[src/core/apdu_pkg.sv]
/*
 * Shared constants for the automatic power-down unit: register bit positions,
 * reset values, counter sizes and port-mode codes.
 * Assumes a single 100 MHz REF_CLK domain.
 */
package apdu_pkg;
    // Width of the idle counter.
    localparam int APDU_CNT_W = 4;
    // Idle periods of the external clock before power-down.
    localparam logic [3:0] APDU_IDLE_LIMIT = 4'h000F;
    // Bit positions in the first power-management register.
    localparam int APDU_A_APD_EN = 1;
    localparam int APDU_A_TURBO_OFF = 3;
    localparam int APDU_A_ARR_CLK_OFF = 4;
    localparam int APDU_A_MC_CLK_OFF = 5;
    // Writable bit masks; unused bits stay zero.
    localparam logic [7:0] APDU_A_MASK = 8'h003A;
    localparam logic [7:0] APDU_B_MASK = 8'h007C;
    // Power-up value of both registers.
    localparam logic [7:0] APDU_REG_RST = 8'h0000;
    // Port function codes, two bits per pin.
    localparam logic [1:0] APDU_FN_MCU_IO = 2'h0;
    localparam logic [1:0] APDU_FN_LOGIC_OUT = 2'h1;
    localparam logic [1:0] APDU_FN_ADDR_OUT = 2'h2;
    localparam logic [1:0] APDU_FN_DATA_IO = 2'h3;
    // Number of port pins handled.
    localparam int APDU_NPINS = 8;
endpackage : apdu_pkg

[src/core/apdu_sync.sv]
/*
 * Two-stage synchroniser for one level signal.
 * Assumes the destination clock and an active-low asynchronous reset.
 */
module apdu_sync
    import apdu_pkg::*;
(
    input wire logic clk,
    input wire logic rst_n,
    input wire logic d,
    output logic q
);
    typedef struct packed {
        logic s1; // First stage, read only by the second.
        logic s2; // Second stage, safe to use.
    } apdu_sync_s;

    apdu_sync_s r;
    apdu_sync_s next_r;

    // Shift the input through both stages.
    always_comb begin
        next_r.s1 = d;
        next_r.s2 = r.s1;
    end

    // Register the stages; reset takes constants only.
    always_ff @(posedge clk or negedge rst_n) begin
        if (!rst_n) begin
            r <= '0;
        end else begin
            r <= next_r;
        end
    end

    assign q = r.s2;
endmodule : apdu_sync

[src/core/apdu_pin.sv]
/*
 * Power-down handling for one port pin: holds, floats or drives low the pin
 * according to its function code.
 * Assumes inputs on REF_CLK domain; output registered.
 */
module apdu_pin
    import apdu_pkg::*;
(
    input wire logic clk,
    input wire logic rst_n,
    input wire logic [1:0] fn,
    input wire logic pd,
    input wire logic dout,
    input wire logic doe,
    output logic pin_o,
    output logic pin_oe
);
    typedef struct packed {
        logic o;
        logic oe;
    } apdu_pin_s;

    apdu_pin_s r;
    apdu_pin_s next_r;

    // In power-down, I/O and logic outputs keep level; data pins float.
    always_comb begin
        next_r.o = dout;
        next_r.oe = doe;
        if (pd) begin
            unique case (fn)
                APDU_FN_MCU_IO, APDU_FN_LOGIC_OUT: begin
                    next_r = r;
                end
                APDU_FN_ADDR_OUT: begin
                    // Level is undefined; driving zero is a legal choice.
                    next_r.o = 1'b0;
                    next_r.oe = 1'b1;
                end
                APDU_FN_DATA_IO: begin
                    next_r.oe = 1'b0;
                end
            endcase
        end
    end

    // Register the pin outputs.
    always_ff @(posedge clk or negedge rst_n) begin
        if (!rst_n) begin
            r <= '0;
        end else begin
            r <= next_r;
        end
    end

    assign pin_o = r.o;
    assign pin_oe = r.oe;
endmodule : apdu_pin

[src/core/apdu_top.sv]
/*
 * Automatic power-down unit: watches the MCU address strobe, counts idle
 * periods of the external clock input and enters power-down, gating the
 * MCU address and data from memories and logic, deselecting memories, and setting pins.
 * Assumes REF_CLK at 100 MHz, much faster than the external clock input.
 */
module apdu_top
    import apdu_pkg::*;
(
    input wire logic REF_CLK,
    input wire logic NRST,
    input wire logic POR_N,
    input wire logic ADDR_STROBE,
    input wire logic EXT_CLOCK_IN,
    input wire logic STROBE_POL,
    input wire logic CHIP_SEL_N,
    input wire logic [15:0] MCU_ADDR,
    input wire logic [7:0] MCU_DATA,
    input wire logic [4:0] MCU_CTRL,
    input wire logic REG_WR_A,
    input wire logic REG_WR_B,
    input wire logic [7:0] REG_WDATA,
    input wire logic [15:0] PORT_FN,
    input wire logic [7:0] PORT_DOUT,
    input wire logic [7:0] PORT_DOE,
    output logic POWER_DOWN_SIG,
    output logic [7:0] PWR_MGMT_REG_A,
    output logic [7:0] PWR_MGMT_REG_B,
    output logic [3:0] IDLE_COUNT,
    output logic [15:0] MEM_ADDR,
    output logic [7:0] MEM_DATA,
    output logic MEM_SELECT,
    output logic MEM_STANDBY,
    output logic [15:0] LOGIC_ADDR,
    output logic [7:0] LOGIC_DATA,
    output logic [4:0] LOGIC_CTRL,
    output logic LOGIC_CLK,
    output logic LOGIC_MC_CLK,
    output logic LOGIC_FULL_SPEED,
    output logic [7:0] PORT_O,
    output logic [7:0] PORT_OE
);
    // Reset release chain and synchronised pin levels.
    logic rst_q1;
    logic rst_n;
    logic strobe_s;
    logic clk_s;
    logic csn_s;

    // Release the reset through two flip-flops.
    always_ff @(posedge REF_CLK or negedge NRST) begin
        if (!NRST) begin
            rst_q1 <= 1'b0;
            rst_n <= 1'b0;
        end else begin
            rst_q1 <= 1'b1;
            rst_n <= rst_q1;
        end
    end

    // Pins cross into REF_CLK through two stages each.
    apdu_sync u_sync_strobe (.clk(REF_CLK), .rst_n(NRST), .d(ADDR_STROBE), .q(strobe_s));
    apdu_sync u_sync_clk (.clk(REF_CLK), .rst_n(NRST), .d(EXT_CLOCK_IN), .q(clk_s));
    apdu_sync u_sync_csn (.clk(REF_CLK), .rst_n(NRST), .d(CHIP_SEL_N), .q(csn_s));

    typedef enum logic [1:0] {
        APDU_RUN = 2'b01, // Normal operation.
        APDU_PDN = 2'b10 // Power-down mode.
    } apdu_state_e;

    typedef struct packed {
        apdu_state_e st; // Mode state.
        logic [3:0] cnt; // Idle counter.
        logic strobe_d; // Delayed strobe for edge detection.
        logic clk_d; // Delayed clock for edge detection.
        logic csn_d; // Delayed chip select.
        logic [7:0] reg_a; // First power-management register.
        logic [7:0] reg_b; // Second power-management register.
        logic [15:0] mem_addr;
        logic [7:0] mem_data;
        logic mem_sel;
        logic mem_stby;
        logic [15:0] lg_addr;
        logic [7:0] lg_data;
        logic [4:0] lg_ctrl;
        logic lg_clk;
        logic lg_mc_clk;
        logic lg_fast;
    } apdu_s;

    apdu_s r;
    apdu_s next_r;

    // Register bank lives apart: it clears at power-up only.
    logic [7:0] reg_a;
    logic [7:0] reg_b;
    logic [7:0] next_reg_a;
    logic [7:0] next_reg_b;

    // Software writes; unused bits forced to zero.
    always_comb begin
        next_reg_a = reg_a;
        next_reg_b = reg_b;
        if (REG_WR_A) begin
            next_reg_a = REG_WDATA & APDU_A_MASK;
        end
        if (REG_WR_B) begin
            next_reg_b = REG_WDATA & APDU_B_MASK;
        end
    end

    // Only the power-up reset touches this bank, never NRST.
    always_ff @(posedge REF_CLK or negedge POR_N) begin
        if (!POR_N) begin
            reg_a <= APDU_REG_RST;
            reg_b <= APDU_REG_RST;
        end else begin
            reg_a <= next_reg_a;
            reg_b <= next_reg_b;
        end
    end

    logic apd_en;
    logic strobe_edge;
    logic clk_rise;
    logic idle_level;
    logic pd_now;

    // Derived events for the mode logic.
    always_comb begin
        apd_en = reg_a[APDU_A_APD_EN];
        strobe_edge = strobe_s ^ r.strobe_d;
        // Counter uses the raw clock, unaffected by blocking bits.
        clk_rise = clk_s & ~r.clk_d;
        idle_level = (strobe_s == STROBE_POL);
        pd_now = (r.st == APDU_PDN);
    end

    // Mode machine, counter and gated outputs.
    always_comb begin
        next_r = r;
        next_r.strobe_d = strobe_s;
        next_r.clk_d = clk_s;
        next_r.csn_d = csn_s;
        next_r.reg_a = reg_a;
        next_r.reg_b = reg_b;
        unique case (r.st)
            APDU_RUN: begin
                if (!apd_en || strobe_edge || !idle_level) begin
                    next_r.cnt = '0;
                end else if (clk_rise) begin
                    if (r.cnt == APDU_IDLE_LIMIT - 4'h0001) begin
                        next_r.cnt = APDU_IDLE_LIMIT;
                        next_r.st = APDU_PDN;
                    end else begin
                        next_r.cnt = r.cnt + 4'h0001;
                    end
                end
            end
            APDU_PDN: begin
                // Strobe activity, chip select falling or disable wakes us.
                if (strobe_edge || (r.csn_d && !csn_s) || !apd_en) begin
                    next_r.st = APDU_RUN;
                    next_r.cnt = '0;
                end
            end
            default: begin
                next_r.st = APDU_RUN;
                next_r.cnt = '0;
            end
        endcase
        // Bus to memories: frozen in power-down so memories stay quiet.
        if (!pd_now) begin
            next_r.mem_addr = MCU_ADDR;
            next_r.mem_data = MCU_DATA;
            next_r.lg_addr = MCU_ADDR;
            next_r.lg_data = MCU_DATA;
        end
        next_r.mem_sel = !pd_now && !csn_s;
        next_r.mem_stby = pd_now || csn_s;
        // Chip select leaves logic untouched; only blocking bits gate it.
        next_r.lg_ctrl = MCU_CTRL & ~reg_b[6:2];
        // Blocking the logic's clock copy leaves the counter's clock alone.
        next_r.lg_clk = clk_s & ~reg_a[APDU_A_ARR_CLK_OFF];
        next_r.lg_mc_clk = clk_s & ~reg_a[APDU_A_MC_CLK_OFF];
        // Full speed defaults on; power-down has no say here.
        next_r.lg_fast = ~reg_a[APDU_A_TURBO_OFF];
    end

    // Synchronous reset clears mode; releasing it leaves in normal mode.
    always_ff @(posedge REF_CLK or negedge NRST) begin
        if (!NRST) begin
            r <= '{st: APDU_RUN, lg_fast: 1'b1, default: '0};
        end else if (!rst_n) begin
            r <= '{st: APDU_RUN, lg_fast: 1'b1, default: '0};
        end else begin
            r <= next_r;
        end
    end

    // Port pins; in power-down each pin is held, floated or driven low by its function code.
    for (genvar i = 0; i < APDU_NPINS; i++) begin : g_pin
        apdu_pin u_pin (
            .clk(REF_CLK),
            .rst_n(rst_n),
            .fn(PORT_FN[2*i +: 2]),
            .pd(pd_now),
            .dout(PORT_DOUT[i]),
            .doe(PORT_DOE[i]),
            .pin_o(PORT_O[i]),
            .pin_oe(PORT_OE[i])
        );
    end

    assign POWER_DOWN_SIG = pd_now;
    assign PWR_MGMT_REG_A = r.reg_a;
    assign PWR_MGMT_REG_B = r.reg_b;
    assign IDLE_COUNT = r.cnt;
    assign MEM_ADDR = r.mem_addr;
    assign MEM_DATA = r.mem_data;
    assign MEM_SELECT = r.mem_sel;
    assign MEM_STANDBY = r.mem_stby;
    assign LOGIC_ADDR = r.lg_addr;
    assign LOGIC_DATA = r.lg_data;
    assign LOGIC_CTRL = r.lg_ctrl;
    assign LOGIC_CLK = r.lg_clk;
    assign LOGIC_MC_CLK = r.lg_mc_clk;
    assign LOGIC_FULL_SPEED = r.lg_fast;

    // Entry happens only after the count reaches fifteen.
    property p_entry;
        @(posedge REF_CLK) disable iff (!rst_n)
        $rose(pd_now) |-> (r.cnt == APDU_IDLE_LIMIT) && apd_en;
    endproperty
    a_entry: assert property (p_entry) else $error("power-down without full count");

    // A strobe edge in power-down exits next cycle.
    property p_wake;
        @(posedge REF_CLK) disable iff (!rst_n)
        pd_now && strobe_edge |=> !pd_now;
    endproperty
    a_wake: assert property (p_wake) else $error("strobe did not wake");

    // Any strobe transition zeroes the counter.
    property p_clear;
        @(posedge REF_CLK) disable iff (!rst_n)
        strobe_edge |=> (r.cnt == 4'h0000);
    endproperty
    a_clear: assert property (p_clear) else $error("counter not cleared");

    // Memories never selected while in power-down.
    property p_desel;
        @(posedge REF_CLK) disable iff (!rst_n)
        pd_now |=> !MEM_SELECT && MEM_STANDBY;
    endproperty
    a_desel: assert property (p_desel) else $error("memory selected in power-down");

    // Address to memories frozen during power-down.
    property p_block;
        @(posedge REF_CLK) disable iff (!rst_n)
        pd_now && $past(pd_now) |-> $stable(MEM_ADDR);
    endproperty
    a_block: assert property (p_block) else $error("bus leaked in power-down");

    // Counter is held at zero while disabled.
    property p_disabled;
        @(posedge REF_CLK) disable iff (!rst_n)
        !apd_en |=> (r.cnt == 4'h0000) && !pd_now;
    endproperty
    a_disabled: assert property (p_disabled) else $error("counted while disabled");

    // Counter never runs off the polarity level.
    property p_level;
        @(posedge REF_CLK) disable iff (!rst_n)
        !pd_now && !idle_level |=> (r.cnt == 4'h0000);
    endproperty
    a_level: assert property (p_level) else $error("counted at wrong level");

    // Full speed follows bit 3 only.
    property p_fast;
        @(posedge REF_CLK) disable iff (!rst_n)
        ##1 (LOGIC_FULL_SPEED == ~$past(reg_a[APDU_A_TURBO_OFF]));
    endproperty
    a_fast: assert property (p_fast) else $error("full-speed mismatch");

    // Chip select high forces standby.
    property p_cs;
        @(posedge REF_CLK) disable iff (!rst_n)
        csn_s |=> MEM_STANDBY && !MEM_SELECT;
    endproperty
    a_cs: assert property (p_cs) else $error("memory active with select high");
endmodule : apdu_top

[config.mk]
export PLATFORM = sky130hd
export DESIGN_NAME = apdu_top
export DESIGN_NICKNAME = d
export VERILOG_FILES = /design/src/core/apdu_pkg.sv /design/src/core/apdu_sync.sv /design/src/core/apdu_pin.sv /design/src/core/apdu_top.sv
export SDC_FILE = /design/constraint.sdc
export NUM_CORES = 1
export LEC_CHECK = 0
export BUFFER_PORTS_ARGS = -buffer_cell sky130_fd_sc_hd__clkbuf_2
export CORE_MARGIN = 4
export CORE_UTILIZATION = 43
export CTS_CLUSTER_DIAMETER = 60
export CTS_CLUSTER_SIZE = 8
export DETAILED_ROUTE_END_ITERATION = 8
export PLACE_DENSITY = 0.76
export SETUP_SLACK_MARGIN = 0.05
export SYNTH_ARGS = -nofsm -noshare
export SYNTH_HDL_FRONTEND = slang
export SYNTH_SLANG_ARGS = --single-unit
[constraint.sdc]
create_clock -name REF_CLK -period 1 [get_ports REF_CLK]
set_clock_uncertainty 0.05 [all_clocks]
set_input_delay 0.05 -clock REF_CLK [delete_from_list [all_inputs] [get_ports REF_CLK]]
set_output_delay 0.05 -clock REF_CLK [all_outputs]
set_load 0.01 [all_outputs]
==> results of run 1 <==
-- layer usage --
layer	global-route usage [%]	vias up	routed length, um
met3	4.14	32	579
met2	37.7	137	6970
met1	22.1	1697	4610
li1	-	1589	-
met5	0	-	0
met4	10.1	0	361
-- final timing paths --
kind                       slack [ps]                   end  cells past startpoint
setup / recovery                 -480                 r[82]                      5
setup reg to reg                 -480                 r[82]                      5
hold reg to reg                   300          u_sync_csn.q                      0
hold / removal                     30  g_pin[3].u_pin.pin_o                      3
min in group asynchronous         190          LOGIC_MC_CLK                      3
max in group asynchronous         160              reg_a[1]                      3
-- power breakdown --
part,switching [mW],internal (mW)
Sequential,0.133,3.63
Clock,1.38,0.954
Combinational,0.599,0.794
Total,2.11,5.38
-- tightest hold or removal path, delay by kind of cell --
family | cells | cell delay (ps)
AOI/OAI and AO/OA | 1 | 170
buffers and inverters | 2 | 180
-- synthesized netlist by cell type, drive strengths merged --
cell	number
a211o	1
a21boi	24
a21oi	1
a31oi	2
a32o	8
a41oi	1
and2	10
and3	1
and3b	5
buf	95
clkbuf	8
conb	2
dfrtp	83
dfstp	2
ha	2
inv	22
mux2	9
mux2i	7
nand2	63
nand2b	2
nand3	1
nor2	7
nor2b	2
nor3	3
nor3b	1
nor4	1
o2111a	1
o2111ai	1
o21a	1
o21ai	15
o22a	3
or2	1
xnor2	1
-- state kept, by name, indices dropped and copies added, names as in the netlist, 5 cells and up --
| register | cells |
|---|---|
| r | 5 |
| MEM_DATA | 8 |
| g_pin.u_pin.pin_oe | 8 |
| g_pin.u_pin.pin_o | 8 |
| PWR_MGMT_REG_B | 5 |
| LOGIC_CTRL | 5 |
| MEM_ADDR | 16 |
| reg_b | 5 |
-- stage by stage --
step	setup slack, ps	instances	utilization (%)	cell area, um^2	power [mW]
2_1_floorplan	-505	392	-	4150	4.40
3_3_place_gp	-425	580	48.7	4480	4.61
3_5_place_dp	-483	580	48.7	4480	4.64
4_1_cts	-466	693	64.5	5930	7.28
5_1_grt	-540	712	71.1	6540	7.82
6_report	-479	712	71.1	6540	7.49
-- what timing repair did --
action                                  4_1_cts  5_1_grt
cloned                                        8        7
hold endpoints to repair                    126        0
setup buffers                                18       15
endpoints found under the setup margin      155      154
gates resized for setup                      38      133
pin swaps                                     3       48
hold buffers                                 72        0
-- final cells by class --
cell class	count	area [um^2]	share of cell area, %
clock inverter	7	62.6	0.956
inverter	22	90.1	1.38
timing repair buffer	295	2490	38.1
multi-input combinational	183	1500	22.9
clock buffer	9	124	1.89
tap	111	139	2.12
sequential	85	2130	32.6
-- kinds of logic (layout without fill, tap and decap cells) --
group	count (synthesis)	after routing	share of synthesized area, %
AOI/OAI and AO/OA	58	59	10.6
xor gates and xnor gates	1	1	0.216
adders and majority gates	2	2	0.618
buffers and inverters	125	333	20.3
DFF	85	85	52.6
muxes	16	16	4.23
other	2	8	0.185
and+or+nand+nor	97	97	11.2
==> run_results.csv, run 1 <==
group,metric,value,unit
global_routing,antenna_found_initial,0,
clocking,cts-root-buf,"clkbuf_8",
run,cap_violations,0,
clocking,cts-htree-levels,3,
global_routing,first_global_vias,3564,
timing,fin_hold_ws,31.4,ps
detailed_routing,drc_errors,0,
synth,synthCells,386,
placement,place_hpwl,6190,um
synth,synth_cell_types,37,
worst_hold_path,hold_path.class,"in2reg",
timing,rsz0062_at_grt,"yes",
timing,hold_violations,0,
cells_and_area,fill_cells,620,
placement,gp_congestion,0.786,
floorplanning,die_x,105,um
worst_hold_path,hold_start,"PORT_FN[7]",
detailed_routing,postRouteWirelength,12500,um
cells_and_area,final_common_cell,"clkbuf_2",
synth,yosysTopAreaCell,"dfrtp_1",
clocking,clock_latency,360,ps
cells_and_area,area_growth,61.5,%
cells_and_area,insertedDiodeCount,0,
global_routing,gr-total-overflow,0,
timing,tns,-20490,ps
synth,yosys_warnings,0,
detailed_routing,wire_per_inst,17.6,um
global_routing,grt_use_total,20.4,%
timing,max_freq,676,MHz
global_routing,grt_pass1_wl,17600,um
detailed_routing,drt-pass1-iter-count,4,
synth,synthTopCellsByArea,"dfrtp_1 51%, buf_4 16%, nand2_1 5.8%, a21boi_0 4.4%, mux2_2 2.5%",
cells_and_area,layout_common_cells,"144 x clkbuf_2, 81 x dfrtp_1, 72 x dlygate4sd3_1",
detailed_routing,vias,3455,
clocking,cts_sinks,85,
worst_setup_path,slowest_delay,450,ps
synth,yosys.area.top_type_share,51.3,%
synth,seq_area_frac_synth,52.6,%
floorplanning,coreArea,9200,um^2
floorplanning,start_util,44.0,%
worst_setup_path,crit_start,"r[76]",
detailed_routing,drt-initial-drc-count,122,
worst_setup_path,cp-end-kind,"flip-flop",
status,status,"finished with violations",
worst_setup_path,critPathTopFamily,"simple AND/OR/NAND/NOR gates",
clocking,cts_buffers,9,
power_and_ir_drop,vdd_drop_max,0.993,mV
worst_setup_path,cp_num_buf_inv,1,
floorplanning,die_area,11000,um^2
floorplanning,die_y,105,um
global_routing,grt_max_degree,61,
timing,fin_ws,-479,ps
worst_setup_path,cpMaxStageDelayCell,"dfrtp_1",
worst_setup_path,cp.arrival,1720,ps
timing,setup-violations-final,100,
synth,postSynthAreaPerCell,10.5,um^2
clocking,clock_path_buffers,2,
timing,period_share,148,%
floorplanning,rows,35,
floorplanning,ioPinCount,173,
power_and_ir_drop,cellPowerDensity,1140,nW/um^2
timing,min_period,1480,ps
worst_setup_path,cp-start-kind,"flip-flop",
worst_setup_path,cp_cell_sequence,"buf_6 -> nor3_4 -> o2111ai_4 -> nor3_2 -> or2_1",
worst_setup_path,path_max_fanout,6,
synth,syn_area,4050,um^2
cells_and_area,fin_nets,676,
detailed_routing,drtAntennaViolNets,0,
clocking,path_clk_slew,100,ps
clocking,cts_tree,"yes",
status,violations,"negative setup slack",
worst_setup_path,cp.required,1240,ps
placement,portBuffers,163,
worst_setup_path,r2r_start,"r[76]",
power_and_ir_drop,p_leak,3.35,nW
detailed_routing,via_per_inst,4.85,
cells_and_area,drive_above_1_share,55.2,%
synth,ys_seq_elements,85,
worst_setup_path,worstSetupPathType,"reg2reg",
timing,maxSlewViolCount,0,
(Power assumes the default switching activity.)
==> inputs of run 2 (changes only) <==
--- a/config.mk
+++ b/config.mk
@@ -12,6 +12,7 @@
 export CTS_CLUSTER_SIZE = 8
 export DETAILED_ROUTE_END_ITERATION = 8
 export PLACE_DENSITY = 0.76
+export REMOVE_ABC_BUFFERS = 1
 export SETUP_SLACK_MARGIN = 0.05
 export SYNTH_ARGS = -nofsm -noshare
 export SYNTH_HDL_FRONTEND = slang
==> run 2 against run 1 <==
Effect of this change: the flow still finishes with violations (negative setup slack); highest routed layer unchanged; worst hold slack lost 13 ps; non-clock buffer count shrank 13; global-route usage shrank 0.20 points; total power grew 2.4%; clock power grew 13%; cell area shrank 8.0%; critical endpoint is now IDLE_COUNT[1].
==> run_results.csv, run 2 (same netlist as run 1, synthesis figures left out) <==
group,metric,value,unit
status,status,"finished with violations",
status,violations,"negative setup slack",
global_routing,antenna_found_initial,0,
timing,setup-violations-final,78,
worst_setup_path,path_max_fanout,6,
global_routing,grt_max_degree,61,
detailed_routing,drt-pass1-iter-count,4,
placement,place_hpwl,6300,um
power_and_ir_drop,vdd_drop_max,0.798,mV
timing,hold_violations,0,
global_routing,grt_use_total,20.3,%
worst_hold_path,hold_path.class,"in2reg",
worst_setup_path,r2r_setup_slack,-410,ps
worst_setup_path,cp.arrival,1600,ps
worst_hold_path,hold_start,"PORT_FN[6]",
worst_setup_path,worstSetupPathType,"reg2reg",
clocking,cts_tree,"yes",
power_and_ir_drop,power.switching,1.84,mW
power_and_ir_drop,p_int,5.83,mW
cells_and_area,layout_common_cells,"132 x clkbuf_2, 79 x dfrtp_1, 65 x dlygate4sd3_1",
placement,dp_cells,582,
clocking,cts_buffers,9,
power_and_ir_drop,pwr-share-comb,16.6,%
power_and_ir_drop,sw_frac_of_total,24.0,%
worst_setup_path,slowest_delay,450,ps
placement,dp_slack,-471,ps
global_routing,gr-total-overflow,0,
worst_setup_path,crit-reg2reg-capture,"IDLE_COUNT[1]",
power_and_ir_drop,p_leak,3.20,nW
cells_and_area,area_growth,48.6,%
timing,rsz0062_at_grt,"yes",
power_and_ir_drop,cellPowerDensity,1270,nW/um^2
worst_setup_path,critPathTopFamily,"compound AO/OA/AOI/OAI gates",
global_routing,first_global_vias,3468,
cells_and_area,fin_nets,663,
detailed_routing,drt-initial-drc-count,156,
floorplanning,ioPinCount,173,
global_routing,grt_pass1_wl,17700,um
clocking,cts-htree-levels,3,
timing,min_period,1410,ps
detailed_routing,drtAntennaViolNets,0,
worst_setup_path,cp-start-kind,"flip-flop",
power_and_ir_drop,pwr-share-seq,49.0,%
cells_and_area,final_common_cell,"clkbuf_2",
worst_setup_path,cp.required,1180,ps
clocking,cts-root-buf,"clkbuf_8",
timing,fin_ws,-415,ps
clocking,path_clk_slew,90,ps
placement,portBuffers,163,
run,cap_violations,0,
clocking,clock_path_buffers,2,
worst_hold_path,min_to,"g_pin[3].u_pin.pin_oe",
timing,maxSlewViolCount,0,
timing,max_freq,707,MHz
cells_and_area,largest_reg_flops,16,
floorplanning,coreArea,9200,um^2
cells_and_area,fin_cells,699,
timing,tns,-15900,ps
detailed_routing,wire_per_inst,16.5,um
worst_setup_path,crit_cells,4,
cells_and_area,insertedDiodeCount,0,
floorplanning,rows,35,
worst_setup_path,cpMaxStageDelayCell,"dfrtp_2",
floorplanning,die_x,105,um
worst_setup_path,cp-end-kind,"flip-flop",
floorplanning,die_y,105,um
clocking,clock_latency,340,ps
worst_setup_path,cp_num_buf_inv,0,
detailed_routing,drc_errors,0,
floorplanning,die_area,11000,um^2
detailed_routing,postRouteWirelength,11500,um
placement,gp_congestion,0.786,
timing,period_share,141,%
worst_hold_path,worstHoldPathCells,4,
detailed_routing,vias,3319,
worst_setup_path,reg2reg_depth,4,
clocking,cts_sinks,85,
detailed_routing,via_per_inst,4.75,
power_and_ir_drop,pwr-share-clk,34.4,%
worst_setup_path,cp_cell_sequence,"and3_4 -> o2111ai_4 -> nor2_1 -> a211o_1",
cells_and_area,drive_above_1_share,44.9,%
floorplanning,start_util,44.0,%
worst_setup_path,r2r_start,"r[76]",
-- run 2: cell types whose count changed in the layout (fill, tap and decap cells not counted), sizes merged, moves of 2 or more --
cell         previous run  this run
dlygate4sd3            72        65
bufinv                  0         2
clkbuf                158       146
buf                    73        81
clkinvlp                3         1
inv                    26        22
-- run 2: worst register-to-register path, cell delays in order, from the launching register on --
cell and delay [ps]:
dfrtp_2 450, and3_4 190, o2111ai_4 280, nor2_1 70, a211o_1 270
-- run 2: how the worst max path moves through the flow --
stage | startpoint | end
after floorplan | rst_n | IDLE_COUNT[1]
after global placement | r[81] | IDLE_COUNT[3]
after detailed placement | u_sync_strobe.q | IDLE_COUNT[1]
after CTS | r[76] | IDLE_COUNT[1]
after global routing | r[81] | POWER_DOWN_SIG
final | r[76] | IDLE_COUNT[1]
-- run 2: power by group through the flow --
stage | clock network (mW) | logic [mW] | registers, mW
4_1_cts | 2.74 | 1.14 | 3.74
5_1_grt | 2.90 | 1.38 | 3.78
3_5_place_dp | 0 | 0.823 | 3.81
3_3_place_gp | 0 | 0.805 | 3.80
6_report | 2.64 | 1.27 | 3.76
2_1_floorplan | 0 | 0.226 | 3.90
-- run 2: what timing repair did --
action | 4_1_cts | 5_1_grt
endpoints found under the hold margin | 126 | 0
pin swaps | 9 | 12
setup endpoints to repair | 150 | 155
resized for setup | 46 | 72
hold buffers | 65 | 0
setup buffers | 13 | 17
gates cloned | 6 | 2
-- run 2: layer usage --
metal,global-route usage (%),share of wire (%),vias up
li1,-,-,1556
met1,22.2,39,1602
met2,36.8,53,141
met3,5.87,6.7,20
met4,7.78,1.8,0
met5,0,0,-
-- run 2: cell type report --
type / count / area, um^2
clock buffer: 12 / 145
multi-input combinational: 183 / 1200
fill: 650 / 3180
inverter: 22 / 87.6
tap: 111 / 139
sequential: 85 / 2130
timing repair buffer: 282 / 2230
clock inverter: 4 / 72.6
-- run 2: through the flow --
stage	hold WS (ps)	utilization [%]	cell area [um^2]	power [mW]
2_1_floorplan	-296	-	3330	4.13
3_3_place_gp	-133	48.3	4440	4.60
3_5_place_dp	-130	48.3	4440	4.63
4_1_cts	0.161	62.1	5710	7.62
5_1_grt	22.9	65.4	6020	8.05
6_report	18.8	65.4	6020	7.67
==> inputs of run 3 (changes only) <==
--- a/config.mk
+++ b/config.mk
@@ -13,7 +13,7 @@
 export DETAILED_ROUTE_END_ITERATION = 8
 export PLACE_DENSITY = 0.76
 export REMOVE_ABC_BUFFERS = 1
-export SETUP_SLACK_MARGIN = 0.05
+export SETUP_SLACK_MARGIN = 0.2
 export SYNTH_ARGS = -nofsm -noshare
 export SYNTH_HDL_FRONTEND = slang
 export SYNTH_SLANG_ARGS = --single-unit
==> run 3 against run 2 <==
Effect of this change: the run still ends with negative setup slack left; via count grew 1.5%; first-iteration DRC count grew 8.3%; die area is the same; combinational power grew 6%; global-route usage shrank 0.23 points; core utilization grew 1.1 points; sequential power is essentially flat; register-to-register slack is essentially flat; worst hold slack lost 4.3 ps; clock-buffer cell count is the same; critical path type unchanged; largest cell class unchanged.
==> run_results.csv, run 3 (same netlist as run 1, synthesis figures left out) <==
group,metric,value,unit
timing,max_freq,709,MHz
status,violations,"negative setup slack",
floorplanning,coreArea,9200,um^2
floorplanning,rows,35,
cells_and_area,largest_reg_flops,16,
cells_and_area,fill_cells,652,
clocking,cts-root-buf,"clkbuf_8",
worst_hold_path,worstHoldPathCells,4,
worst_setup_path,cp-start-kind,"flip-flop",
detailed_routing,drtAntennaViolNets,0,
timing,fin_hold_ws,14.5,ps
floorplanning,start_util,44.0,%
worst_setup_path,path_max_fanout,6,
global_routing,grt_pass1_wl,17500,um
clocking,cts_buffers,9,
timing,fin_ws,-410,ps
worst_setup_path,worstSetupPathType,"reg2reg",
worst_setup_path,slowest_delay,450,ps
placement,dp_slack,-471,ps
worst_setup_path,r2r_start,"r[76]",
worst_setup_path,reg2reg_depth,4,
floorplanning,die_area,11000,um^2
clocking,clock_path_buffers,2,
timing,hold_violations,0,
timing,min_period,1410,ps
worst_setup_path,r2r_setup_slack,-410,ps
clocking,cts_tree,"yes",
worst_setup_path,crit_start,"r[76]",
global_routing,gr-total-overflow,0,
floorplanning,ioPinCount,173,
global_routing,grt_use_total,20.0,%
placement,place_hpwl,6300,um
worst_setup_path,crit-reg2reg-capture,"IDLE_COUNT[1]",
detailed_routing,drt-pass1-iter-count,7,
cells_and_area,final_common_cell,"clkbuf_2",
floorplanning,die_x,105,um
floorplanning,die_y,105,um
global_routing,grt_max_degree,61,
worst_setup_path,cp.required,1190,ps
worst_hold_path,hold_path.class,"in2reg",
timing,maxSlewViolCount,0,
timing,setup-violations-final,86,
cells_and_area,insertedDiodeCount,0,
run,cap_violations,0,
detailed_routing,postRouteWirelength,11600,um
detailed_routing,drt-initial-drc-count,169,
clocking,cts_sinks,85,
detailed_routing,drc_errors,0,
cells_and_area,multiInputGateArea,1270,um^2
placement,gp_congestion,0.786,
timing,rsz0062_at_grt,"yes",
worst_setup_path,cpMaxStageDelayCell,"dfrtp_2",
worst_setup_path,cp-end-kind,"flip-flop",
power_and_ir_drop,cellPowerDensity,1270,nW/um^2
detailed_routing,vias,3370,
placement,portBuffers,163,
cells_and_area,seq_area,2130,um^2
timing,period_share,141,%
power_and_ir_drop,vdd_drop_max,0.807,mV
worst_setup_path,cp_num_buf_inv,0,
cells_and_area,fin_nets,667,
worst_setup_path,cp-endpoint,"IDLE_COUNT[1]",
global_routing,antenna_found_initial,0,
power_and_ir_drop,p_leak,3.28,nW
worst_setup_path,cp_cell_sequence,"and3_4 -> o2111ai_4 -> nor2_1 -> a211o_1",
clocking,cts-htree-levels,3,
status,status,"finished with violations",
detailed_routing,wire_per_inst,16.6,um
clocking,path_clk_slew,90,ps
worst_setup_path,cp.arrival,1600,ps
detailed_routing,via_per_inst,4.79,
cells_and_area,drive_above_1_share,47.6,%
worst_setup_path,crit_cells,4,
clocking,clock_latency,350,ps
cells_and_area,layout_common_cells,"135 x clkbuf_2, 79 x dfrtp_1, 62 x dlygate4sd3_1",
global_routing,first_global_vias,3474,
cells_and_area,fin_util,66.6,%
cells_and_area,area_growth,51.1,%
worst_setup_path,critPathTopFamily,"compound AO/OA/AOI/OAI gates",
run 3: changes by cell type in the layout (fill, tap and decap cells not counted), sizes merged:
cell and change:
dlygate4sd3 -3, bufbuf -1, buf +5, clkbuf +3
run 3: final cells by class:
cell class	count	area share [%]
Clock inverter	4	1.19
Tap cell	111	2.27
Timing Repair Buffer	286	37.1
Multi-Input combinational cell	183	20.8
Sequential cell	85	34.9
Inverter	22	1.43
Clock buffer	12	2.37
run 3: worst min path at each step:
stage | endpoint | startpoint | slack [ps]
global route | g_pin[7].u_pin.pin_oe | PORT_FN[14] | 10
finish | g_pin[5].u_pin.pin_o | PORT_FN[10] | 10
global placement | reg_b[3] | POR_N | -130
detailed placement | reg_b[3] | POR_N | -130
CTS | g_pin[5].u_pin.pin_o | PORT_FN[10] | -10
floorplan | IDLE_COUNT[0] | NRST | -300
run 3: per-layer routing:
metal	part of all wire, %	vias up	global-route usage, %
met5	0	-	0
met1	40	1646	22.4
li1	-	1563	-
met3	6.2	11	5.06
met4	1.0	0	7.22
met2	53	150	36.6
run 3: metrics by stage:
step	cells	power [mW]	area [um^2]	TNS (ps)
2_1_floorplan	289	4.13	3330	-36030
3_3_place_gp	582	4.60	4440	-16490
3_5_place_dp	582	4.63	4440	-18480
4_1_cts	681	7.65	5740	-19180
5_1_grt	703	8.12	6120	-25310
6_report	703	7.76	6120	-20010
run 3: repair_timing:
item,CTS,global route
buffers inserted,15,20
resized for setup,60,82
endpoints found under the hold margin,126,0
hold buffers,62,0
pin swaps,9,12
endpoints found under the setup margin,179,165
gates cloned,6,2
run 3: report_power, final:
part	switching (mW)	internal, mW
clock	1.17	1.47
sequential	0.133	3.63
combinational	0.567	0.786
total	1.87	5.89
run 3: worst min-delay path, delay by kind of cell:
| family | cells | cell delay [ps] |
|---|---|---|
| buffers and inverters | 1 | 90 |
| AND/OR/NAND/NOR | 2 | 120 |
| AO/OA/AOI/OAI | 1 | 120 |
